===== config.mk =====
export PLATFORM = sky130hd
export DESIGN_NAME = scu_spi_uart
export DESIGN_NICKNAME = d
export VERILOG_FILES = /design/src/scu_pkg.sv /design/src/scu_spi_uart.sv
export VERILOG_INCLUDE_DIRS = /design/src /design/src/src
export SDC_FILE = /design/constraint.sdc
export NUM_CORES = 1
export LEC_CHECK = 0
export ABC_AREA = 1
export BUFFER_PORTS_ARGS = -buffer_cell sky130_fd_sc_hd__buf_4
export CAP_MARGIN = 20
export CELL_PAD_IN_SITES_DETAIL_PLACEMENT = 1
export CELL_PAD_IN_SITES_GLOBAL_PLACEMENT = 2
export CORE_MARGIN = 2
export CORE_UTILIZATION = 25
export DETAILED_ROUTE_END_ITERATION = 16
export PLACE_DENSITY = 0.62
export SYNTH_ARGS = -nofsm -noshare
export SYNTH_HDL_FRONTEND = slang
export SYNTH_SLANG_ARGS = --single-unit
export TNS_END_PERCENT = 20

===== constraint.sdc =====
create_clock -name clk -period 3.29 [get_ports clk]
set_clock_uncertainty 0.2 [all_clocks]
set_input_delay 0.658 -clock clk [delete_from_list [all_inputs] [get_ports clk]]
set_output_delay 0.658 -clock clk [all_outputs]
set_load 0.01 [all_outputs]

===== src/scu_defines.svh =====
// command, field and timing constants of the serial-command uart
// What this block does
// bits 15:14 select one of four operations
// config write loads all configuration fields
// data write loads inhibit, rts, parity, byte
// every reply carries receive and transmit flags
// config read echoes fields, bit 12 shutdown status
// data replies carry error, cts, parity, byte
// multidrop frames eight data bits plus parity
// parity interrupt fires on received parity one
// parity interrupt follows receive register only
// infrared transmit pulses last three sixteenths
// infrared zero drives tx low, rx high
// infrared receive latches a pulse anywhere in the bit
// infrared receive rejects pulses under one sixteenth
// infrared partner sends three-sixteenth pulses
// infrared host uses eight bits, no parity
// baud equals clock over sixteen times ratio
// shutdown waits until transmitter fully drained
// framing flag set on bad stop, cleared next good
// rts bit one drives rts pin low
// cs low frames sixteen msb-first bits
`ifndef SCU_DEFINES_SVH
`define SCU_DEFINES_SVH

`define SCU_OP_WR_CFG   2'h3
`define SCU_OP_RD_CFG   2'h1
`define SCU_OP_WR_DATA  2'h2
`define SCU_OP_RD_DATA  2'h0

`define SCU_CFG_FIFO_DIS 13
`define SCU_CFG_SHDN     12
`define SCU_CFG_TXIE     11
`define SCU_CFG_RXIE     10
`define SCU_CFG_PARIE    9
`define SCU_CFG_FEIE     8
`define SCU_CFG_IR       7
`define SCU_CFG_ST       6
`define SCU_CFG_PE       5
`define SCU_CFG_L        4
`define SCU_CFG_RESET    14'h0000

`define SCU_WD_INHIBIT   10
`define SCU_WD_RTS       9
`define SCU_WD_PAR       8
`define SCU_RESP_R       15
`define SCU_RESP_T       14

`define SCU_WORD_BITS    5'h10
`define SCU_PH_LAST      4'hF
`define SCU_VOTE_FIRST   4'h7
`define SCU_VOTE_LAST    4'h9
`define SCU_IR_PULSE     4'h3
`define SCU_IR_MIN_RUN   2'h1

`endif


===== src/scu_pkg.sv =====
// state types of the serial-command uart
package scu_pkg;
  typedef enum logic [2:0] {TX_IDLE, TX_START, TX_DATA, TX_PAR, TX_STOP} scu_tx_state_t;
  typedef enum logic [2:0] {RX_IDLE, RX_START, RX_DATA, RX_PAR, RX_STOP} scu_rx_state_t;
endpackage


===== src/scu_spi_uart.sv =====
// spi-attached uart: command port, baud generator, transmitter, receiver
`timescale 1ns/1ns
`include "scu_defines.svh"
module scu_spi_uart
  import scu_pkg::*;
(
  input  wire logic clk,
  input  wire logic rst_n,
  input  wire logic cs_n,
  input  wire logic sclk,
  input  wire logic mosi,
  output logic      miso,
  output logic      miso_oe,
  output logic      irq_n,
  output logic      tx,
  input  wire logic rx,
  output logic      rts_n,
  input  wire logic cts_n
);

  function automatic logic [8:0] scu_ratio(input logic [3:0] code);
    logic [8:0] base;
    base = code[3] ? 9'h003 : 9'h001;
    return base << code[2:0];
  endfunction

  // ---------------- command port ----------------
  logic        cs_q, cs_d, sclk_q, sclk_d, miso_q, miso_d;
  logic [4:0]  cnt_q, cnt_d;
  logic [15:0] sin_q, sin_d, resp_q, resp_d;
  logic        cs_fall, cs_rise, sck_rise, sck_fall, cmd_ok;
  logic [1:0]  op, early_op;
  logic        do_wcfg, do_wdata, do_data;
  logic        shdn_q, shdn_d;
  logic [13:0] cfg_q, cfg_d;
  logic        r_flag, t_flag, err_flag;
  logic [8:0]  head;

  assign cs_fall  = cs_q & ~cs_n;
  assign cs_rise  = ~cs_q & cs_n;
  assign sck_rise = ~cs_n & sclk & ~sclk_q;
  assign sck_fall = ~cs_n & ~sclk & sclk_q;
  assign cmd_ok   = cs_rise & (cnt_q == `SCU_WORD_BITS);
  assign op       = sin_q[15:14];
  assign early_op = {sin_q[0], mosi};
  assign do_wcfg  = cmd_ok & (op == `SCU_OP_WR_CFG);
  assign do_wdata = cmd_ok & (op == `SCU_OP_WR_DATA);
  assign do_data  = cmd_ok & ~op[0];

  always_comb begin
    cs_d   = cs_n;
    sclk_d = sclk;
    cnt_d  = cnt_q;
    sin_d  = sin_q;
    resp_d = resp_q;
    miso_d = miso_q;
    if (cs_fall) begin
      cnt_d  = 5'h00;
      resp_d = {r_flag, t_flag, 14'h0000};
      miso_d = r_flag;
    end else if (sck_rise && cnt_q != `SCU_WORD_BITS) begin
      sin_d = {sin_q[14:0], mosi};
      cnt_d = cnt_q + 5'h01;
      // the operation is known after two bits, in time for bit 13
      if (cnt_q == 5'h01) begin
        case (early_op)
          `SCU_OP_RD_CFG: begin
            resp_d[13:0] = cfg_q;
            resp_d[`SCU_CFG_SHDN] = shdn_q;
          end
          `SCU_OP_WR_CFG: resp_d[13:0] = 14'h0000;
          default: resp_d[13:0] = {3'h0, err_flag, ~cts_n, head};
        endcase
      end
    end else if (sck_fall) begin
      miso_d = (cnt_q == `SCU_WORD_BITS) ? 1'b0 : resp_q[4'hF - cnt_q[3:0]];
    end
  end

  always_ff @(posedge clk or negedge rst_n) begin
    if (!rst_n) begin
      cs_q   <= 1'b1;
      sclk_q <= 1'b0;
      cnt_q  <= 5'h00;
      sin_q  <= 16'h0000;
      resp_q <= 16'h0000;
      miso_q <= 1'b0;
    end else begin
      cs_q   <= cs_d;
      sclk_q <= sclk_d;
      cnt_q  <= cnt_d;
      sin_q  <= sin_d;
      resp_q <= resp_d;
      miso_q <= miso_d;
    end
  end

  assign miso    = miso_q;
  assign miso_oe = ~cs_n;

  // ---------------- configuration and control ----------------
  logic rts_n_q, rts_n_d, inh_q, inh_d, tx_busy;
  logic tbuf_v_q, tbuf_v_d;

  always_comb begin
    cfg_d   = cfg_q;
    rts_n_d = rts_n_q;
    inh_d   = inh_q;
    if (do_wcfg) cfg_d = sin_q[13:0];
    if (do_wdata) begin
      inh_d   = sin_q[`SCU_WD_INHIBIT];
      rts_n_d = ~sin_q[`SCU_WD_RTS];
    end
    // shutdown only once both the shifter and the buffer are drained
    shdn_d = cfg_q[`SCU_CFG_SHDN] & (shdn_q | (~tx_busy & ~tbuf_v_q));
  end

  always_ff @(posedge clk or negedge rst_n) begin
    if (!rst_n) begin
      cfg_q   <= `SCU_CFG_RESET;
      rts_n_q <= 1'b1;
      inh_q   <= 1'b0;
      shdn_q  <= 1'b0;
    end else begin
      cfg_q   <= cfg_d;
      rts_n_q <= rts_n_d;
      inh_q   <= inh_d;
      shdn_q  <= shdn_d;
    end
  end

  assign rts_n = rts_n_q;

  // ---------------- baud generator ----------------
  logic [8:0] div_q, div_d;
  logic       tick;

  assign tick = ~shdn_q & (div_q == scu_ratio(cfg_q[3:0]) - 9'h001);

  always_comb begin
    div_d = div_q + 9'h001;
    if (tick || shdn_q || do_wcfg) div_d = 9'h000;
  end

  always_ff @(posedge clk or negedge rst_n) begin
    if (!rst_n) div_q <= 9'h000;
    else        div_q <= div_d;
  end

  // ---------------- transmitter ----------------
  scu_tx_state_t tst_q, tst_d;
  logic [8:0]    tbuf_q, tbuf_d, tsh_q, tsh_d;
  logic [3:0]    tph_q, tph_d, tbit_q, tbit_d;
  logic          tx_q, tx_d, tbit_val, tirq_q, tirq_d;

  assign tx_busy = (tst_q != TX_IDLE);

  always_comb begin
    tst_d    = tst_q;
    tsh_d    = tsh_q;
    tph_d    = tph_q;
    tbit_d   = tbit_q;
    tbuf_d   = tbuf_q;
    tbuf_v_d = tbuf_v_q;
    tirq_d   = tirq_q;
    case (tst_q)
      TX_START: tbit_val = 1'b0;
      TX_DATA:  tbit_val = tsh_q[tbit_q[2:0]];
      TX_PAR:   tbit_val = tsh_q[8];
      default:  tbit_val = 1'b1;
    endcase
    if (tick) begin
      tph_d = tph_q + 4'h1;
      case (tst_q)
        TX_IDLE: begin
          tph_d = 4'h0;
          if (tbuf_v_q) begin
            tsh_d    = tbuf_q;
            tbuf_v_d = 1'b0;
            tst_d    = TX_START;
          end
        end
        TX_START: if (tph_q == `SCU_PH_LAST) begin
          tst_d  = TX_DATA;
          tbit_d = 4'h0;
        end
        TX_DATA: if (tph_q == `SCU_PH_LAST) begin
          tbit_d = tbit_q + 4'h1;
          if (tbit_q == (cfg_q[`SCU_CFG_L] ? 4'h6 : 4'h7)) begin
            tst_d  = cfg_q[`SCU_CFG_PE] ? TX_PAR : TX_STOP;
            tbit_d = 4'h0;
          end
        end
        TX_PAR: if (tph_q == `SCU_PH_LAST) tst_d = TX_STOP;
        TX_STOP: if (tph_q == `SCU_PH_LAST) begin
          tbit_d = tbit_q + 4'h1;
          if (tbit_q == {3'h0, cfg_q[`SCU_CFG_ST]}) tst_d = TX_IDLE;
        end
        default: tst_d = TX_IDLE;
      endcase
    end
    // a hand-over in the same cycle as the clearing read must not be lost
    if (cmd_ok && op == `SCU_OP_RD_DATA) tirq_d = 1'b0;
    if (tbuf_v_q && !tbuf_v_d) tirq_d = 1'b1;
    if (do_wdata && !sin_q[`SCU_WD_INHIBIT]) begin
      tbuf_d   = sin_q[8:0];
      tbuf_v_d = 1'b1;
    end
    // line output; infrared shortens each zero to a 3/16 low pulse
    if (inh_q) tx_d = 1'b1;
    else if (cfg_q[`SCU_CFG_IR])
      tx_d = tbit_val | (tph_q >= `SCU_IR_PULSE);
    else tx_d = tbit_val;
    if (shdn_q) begin
      tst_d    = TX_IDLE;
      tbuf_v_d = 1'b0;
    end
  end

  always_ff @(posedge clk or negedge rst_n) begin
    if (!rst_n) begin
      tst_q    <= TX_IDLE;
      tsh_q    <= 9'h000;
      tph_q    <= 4'h0;
      tbit_q   <= 4'h0;
      tbuf_q   <= 9'h000;
      tbuf_v_q <= 1'b0;
      tirq_q   <= 1'b0;
      tx_q     <= 1'b1;
    end else begin
      tst_q    <= tst_d;
      tsh_q    <= tsh_d;
      tph_q    <= tph_d;
      tbit_q   <= tbit_d;
      tbuf_q   <= tbuf_d;
      tbuf_v_q <= tbuf_v_d;
      tirq_q   <= tirq_d;
      tx_q     <= tx_d;
    end
  end

  assign tx     = tx_q;
  assign t_flag = ~tbuf_v_q;

  // ---------------- receiver and two-entry buffer ----------------
  scu_rx_state_t rst_q, rst_d;
  logic [8:0] rsh_q, rsh_d;
  logic [3:0] rph_q, rph_d, rbit_q, rbit_d;
  logic [1:0] vote_q, vote_d, run_q, run_d, fcnt_q, fcnt_d;
  logic       hit_q, hit_d, fe_q, fe_d, ovr_q, ovr_d, cpar_q, cpar_d;
  logic       line_zero, bit_val, push, push_ready, pop;
  logic [8:0] mem_q [0:1];
  logic [8:0] mem_d [0:1];
  logic       wp_q, wp_d, rp_q, rp_d;

  // in infrared mode a high pulse on rx means zero
  assign line_zero  = cfg_q[`SCU_CFG_IR] ? rx : ~rx;
  assign bit_val    = cfg_q[`SCU_CFG_IR] ? ~hit_q : ~vote_q[1];
  assign push_ready = (fcnt_q == 2'h0) | (~cfg_q[`SCU_CFG_FIFO_DIS] & (fcnt_q == 2'h1));
  assign pop        = do_data & r_flag;
  assign r_flag     = (fcnt_q != 2'h0);
  assign head       = mem_q[rp_q];
  assign err_flag   = fe_q | ovr_q;

  always_comb begin
    rst_d  = rst_q;
    rsh_d  = rsh_q;
    rph_d  = rph_q;
    rbit_d = rbit_q;
    vote_d = vote_q;
    run_d  = run_q;
    hit_d  = hit_q;
    fe_d   = fe_q;
    cpar_d = cpar_q;
    push   = 1'b0;
    if (tick) begin
      // glitch filter: a pulse counts only from its second tick on
      run_d = line_zero ? ((run_q == `SCU_IR_MIN_RUN) ? run_q : run_q + 2'h1) : 2'h0;
      rph_d = rph_q + 4'h1;
      if (line_zero && run_q == `SCU_IR_MIN_RUN) hit_d = 1'b1;
      if (rph_q >= `SCU_VOTE_FIRST && rph_q <= `SCU_VOTE_LAST && line_zero)
        vote_d = vote_q + 2'h1;
      case (rst_q)
        RX_IDLE: begin
          vote_d = 2'h0;
          hit_d  = 1'b0;
          if (cfg_q[`SCU_CFG_IR] ? (line_zero && run_q == `SCU_IR_MIN_RUN) : line_zero) begin
            rst_d = RX_START;
            rph_d = cfg_q[`SCU_CFG_IR] ? 4'h2 : 4'h1;
            hit_d = cfg_q[`SCU_CFG_IR];
          end
        end
        default: if (rph_q == `SCU_PH_LAST) begin
          vote_d = 2'h0;
          hit_d  = 1'b0;
          case (rst_q)
            RX_START: begin
              rst_d  = bit_val ? RX_IDLE : RX_DATA;
              rbit_d = 4'h0;
              rsh_d  = 9'h000;
            end
            RX_DATA: begin
              rsh_d[rbit_q[2:0]] = bit_val;
              rbit_d = rbit_q + 4'h1;
              if (rbit_q == (cfg_q[`SCU_CFG_L] ? 4'h6 : 4'h7))
                rst_d = cfg_q[`SCU_CFG_PE] ? RX_PAR : RX_STOP;
            end
            RX_PAR: begin
              rsh_d[8] = bit_val;
              rst_d    = RX_STOP;
            end
            default: begin
              rst_d  = RX_IDLE;
              push   = 1'b1;
              fe_d   = ~bit_val;
              cpar_d = rsh_q[8];
            end
          endcase
        end
      endcase
    end
    if (pop) cpar_d = push ? rsh_q[8] : 1'b0;
    if (shdn_q) begin
      rst_d  = RX_IDLE;
      fe_d   = 1'b0;
      cpar_d = 1'b0;
    end
  end

  // the line cannot be stalled, so a word refused by a full buffer counts as overrun
  always_comb begin
    mem_d  = mem_q;
    wp_d   = wp_q;
    rp_d   = rp_q;
    fcnt_d = fcnt_q;
    ovr_d  = ovr_q;
    if (pop) begin
      rp_d   = ~rp_q;
      fcnt_d = fcnt_d - 2'h1;
      ovr_d  = 1'b0;
    end
    if (push && push_ready) begin
      mem_d[wp_q] = rsh_q;
      wp_d        = ~wp_q;
      fcnt_d      = fcnt_d + 2'h1;
    end else if (push) begin
      ovr_d = 1'b1;
    end
    if (shdn_q) begin
      fcnt_d = 2'h0;
      rp_d   = wp_q;
      ovr_d  = 1'b0;
    end
  end

  always_ff @(posedge clk or negedge rst_n) begin
    if (!rst_n) begin
      rst_q  <= RX_IDLE;
      rsh_q  <= 9'h000;
      rph_q  <= 4'h0;
      rbit_q <= 4'h0;
      vote_q <= 2'h0;
      run_q  <= 2'h0;
      hit_q  <= 1'b0;
      fe_q   <= 1'b0;
      cpar_q <= 1'b0;
      mem_q  <= '{default: 9'h000};
      wp_q   <= 1'b0;
      rp_q   <= 1'b0;
      fcnt_q <= 2'h0;
      ovr_q  <= 1'b0;
    end else begin
      rst_q  <= rst_d;
      rsh_q  <= rsh_d;
      rph_q  <= rph_d;
      rbit_q <= rbit_d;
      vote_q <= vote_d;
      run_q  <= run_d;
      hit_q  <= hit_d;
      fe_q   <= fe_d;
      cpar_q <= cpar_d;
      mem_q  <= mem_d;
      wp_q   <= wp_d;
      rp_q   <= rp_d;
      fcnt_q <= fcnt_d;
      ovr_q  <= ovr_d;
    end
  end

  // ---------------- interrupt request ----------------
  assign irq_n = ~((cfg_q[`SCU_CFG_PARIE] & cpar_q)
                 | (cfg_q[`SCU_CFG_RXIE] & r_flag)
                 | (cfg_q[`SCU_CFG_TXIE] & tirq_q)
                 | (cfg_q[`SCU_CFG_FEIE] & err_flag));

endmodule


==> flow_metrics.py <==
metrics = {
    "final_layout": {
        "final_nets": 1035,
        "n_fill_cell": 3609,
        "ff_latch_area_sq_mm": 0.003709,
        "multiInputGateArea_sq_mm": 0.003306,
        "drive_gt1_share_pct": 9.737,
        "final_core_util_pct": 29.30,
        "syn_to_final_growth_pct": 16.03,
        "antennaDiodeCount": 0,
    },
    "placement": {
        "dp_hpwl_microns": 16160,
        "gp_congestion": 0.7533,
        "io_buffers": 11,
    },
    "timing": {
        "hold_viol": 0,
        "slew_headroom_pct": 56.55,
        "fmax_ghz": 0.3378,
        "rsz0062_at_grt": "false",
        "finalSetupViolations": 0,
        "slew_violations": 0,
        "worst_pin_slew_ns": 0.6449,
        "period_share_pct": 89.99,
        "min_period_ns": 2.961,
        "tns_ns": 0,
    },
    "critical_path": {
        "setup.worst_path.class": "reg -> reg",
        "cp_slowest_stage_delay_ns": 0.49,
        "critPathLaunchType": "flop",
        "crit_slowest_cell": "dfrtp_2",
        "cp_cell_sequence": "inv_2, nand2_1, nand3_1, ha_1, xor2_1, nand3_1, nor2_1, nand2_1, nor2_4, nand3_4, nor2_4, nand2_2, nor2_4, buf_4, nand2_4, nand2_1, nand2_1",
        "arrival_ns": 3.08,
        "worstPathMaxFanout": 9,
        "r2r_start": "cfg_q[0]",
        "reg2regPathDepth": 17,
        "crit_top_cell": "nand2_1",
        "end_kind": "flop",
        "crit-reg2reg-capture": "mem_q[16]",
        "required_ns": 3.41,
        "reg2reg_slack_ns": 0.33,
    },
    "detailed_routing": {
        "viasPerCell": 4.478,
        "vias": 6372,
        "drt_iter0_markers": 300,
        "wl_per_cell_microns": 15.43,
        "drtPass1Iterations": 4,
        "drcViolationCount": 0,
        "ant_nets": 0,
        "wl_microns": 21960,
    },
    "hold_path": {
        "whs_endpoint": "cs_q",
        "whs_path_depth": 1,
        "hp-class": "in -> reg",
        "hold_start": "cs_n",
    },
    "synthesis": {
        "synth-simple-area-share_pct": 27.53,
        "synth_mux_area_share_pct": 0,
        "syn_area_per_cell_sq_um": 7.757,
        "ys_top_cells_by_area": "dfrtp_1, nand2_1, o21ai_0, inv_1, nand3_1",
        "syn_inst": 988,
        "synthAdderAreaFrac_pct": 2.286,
        "yosysTopAreaCell": "dfrtp_1",
        "synth-compound-area-share_pct": 12.15,
        "yosysSeqAreaShare_pct": 48.38,
        "syn-num-nets": 1009,
        "ys_seq_elements": 148,
        "post_synth_num_cell_types": 41,
        "synth.cells.most_frequent": "nand2_1, dfrtp_1, inv_1",
        "synthXorXnorAreaFrac_pct": 1.143,
        "synth_top_cell_area_share_pct": 47.35,
        "synth_top_family_by_area": "simple AND/OR/NAND/NOR gates",
        "ys_warn_count": 0,
        "synthArstFlopShare_pct": 100.0,
        "ys.flop_type": "dfrtp_1",
        "yosysMostFrequentCell": "nand2_1",
        "synth-edff-count": 0,
        "synth_area_sq_mm": 0.007664,
    },
    "clock_tree": {
        "cts-root-buf": "clkbuf_16",
        "clk_pin_slew_ns": 0.06,
        "insertion_delay_ns": 0.44,
        "tritoncts": "built",
        "clock_sinks": 148,
        "cts_made_buffers": 17,
        "clk_path_buf_depth": 2,
        "cts_max_level": 4,
    },
    "power": {
        "power.leakage_uw": 0.004136,
        "p_per_area_mw_per_mm2": 649.5,
        "vdd_drop_max_uv": 352.8,
    },
    "global_route": {
        "grt_max_degree": 59,
        "grt_pass1_vias": 6801,
        "grt_overflow": 0,
        "antenna_found_initial": 0,
        "grt_pass1_wl_microns": 37110,
        "grt_usage_pct": 15.02,
    },
    "run": {
        "cap_violations": 0,
    },
    "die": {
        "rows": 64,
        "die_w_microns": 179.1,
        "die_area_sq_mm": 0.03207,
        "start_util_pct": 25.25,
        "coreArea_sq_mm": 0.03035,
        "io_pins": 12,
        "die_y_microns": 179.1,
    },
    "status": {
        "status": "finished clean",
    },
}
==> routing by layer <==
metal	global-route usage [%]	part of all wire, %	vias up
li1	-	-	3269
met1	20.27	50	3042
met2	23.85	46	42
met3	2.926	2.0	19
met4	5.352	1.9	0
met5	0	0	-
==> cells in the final DEF (no fill, tap or decap), types with 3 or more instances in the layout <==
| master | n |
|---|---|
| a21oi_1 | 40 |
| buf_4 | 38 |
| clkbuf_16 | 17 |
| clkinvlp_4 | 3 |
| dfrtp_1 | 144 |
| dfstp_2 | 3 |
| ha_1 | 14 |
| inv_1 | 123 |
| inv_2 | 4 |
| inv_6 | 6 |
| nand2_1 | 234 |
| nand2_2 | 3 |
| nand3_1 | 75 |
| nand4_1 | 17 |
| nor2_1 | 94 |
| nor2_2 | 3 |
| nor2_4 | 5 |
| nor3_1 | 32 |
| nor3b_1 | 3 |
| o211ai_1 | 7 |
| o21ai_0 | 100 |
| o21ai_1 | 10 |
| o22ai_1 | 7 |
| o32ai_1 | 3 |
| xor2_1 | 9 |
==> through the flow <==
stage                     instance area (sq um)  hold WS, ns  setup slack (ns)  total power [uW]  instances
after floorplan                            7664       0.1624            0.7383              3380        988
after global placement                     8279       0.2540            0.3207              3882       1386
after global routing                       8892       0.1198           0.05255              6232       1423
after detailed placement                   8279       0.2588            0.1939              3895       1386
final                                      8892       0.1471            0.3295              5775       1423
after CTS                                  8861       0.1196            0.1607              5897       1419
==> sequential cells by signal (all words and copies together), names as in the netlist, 2 cells and up <==
signal and flops:
cfg_q 14, cnt_q 5, div_q 9, fcnt_q 2
mem_q 18, rbit_q 4, resp_q 16, rph_q 4
rsh_q 9, rst_q 3, run_q 2, sin_q 16
tbit_q 4, tbuf_q 9, tph_q 4, tsh_q 9
tst_q 3, vote_q 2
==> area by class of cell <==
cell class                 instances  area share [%]
sequential                       148           41.71
multi-input combinational        677           37.17
tap                              396           5.572
inverter                         129           5.445
clock buffer                      17           4.784
timing repair buffer              41           3.672
clock inverter                    15           1.646
==> what timing repair did <==
| action | in CTS | in global routing |
|---|---|---|
| setup buffers | 0 | 4 |
| setup endpoints to repair | 0 | 20 |
| gates resized for setup | 0 | 1 |
| hold endpoints to repair | 36 | 0 |
| hold buffers | 1 | 0 |
==> critical path, delay by kind of cell, from the launching register on <==
family | cells | cell delay, ns
fa+ha+maj | 1 | 0.29
flops | 1 | 0.49
xor+xnor | 1 | 0.16
simple gates | 13 | 1.46
buf+inv | 2 | 0.25
==> logic make-up (layout without fill, tap and decap cells) <==
| logic type | count (synthesis) | after routing |
|---|---|---|
| buffers and inverters | 163 | 202 |
| and+or+nand+nor | 479 | 479 |
| xor gates and xnor gates | 10 | 10 |
| AOI/OAI and AO/OA | 174 | 174 |
| adders and majority gates | 14 | 14 |
| DFF | 148 | 148 |
==> where the power goes <==
group          internal [uW]  switching, uW  leakage [uW]
Clock                   1060            881      0.000275
Sequential              2110            265       0.00185
Combinational            487            974       0.00201
Total                   3660           2120       0.00414
==> worst max-delay path by stage <==
stage / startpoint / cells after the start / end
after floorplan: cfg_q[1] / 17 / mem_q[17]
after global placement: cfg_q[0] / 16 / mem_q[12]
after detailed placement: cfg_q[0] / 16 / mem_q[7]
after CTS: cfg_q[0] / 16 / mem_q[7]
after global routing: cfg_q[0] / 16 / mem_q[6]
final: cfg_q[0] / 17 / mem_q[16]
Power figures use the tool's default switching activity.
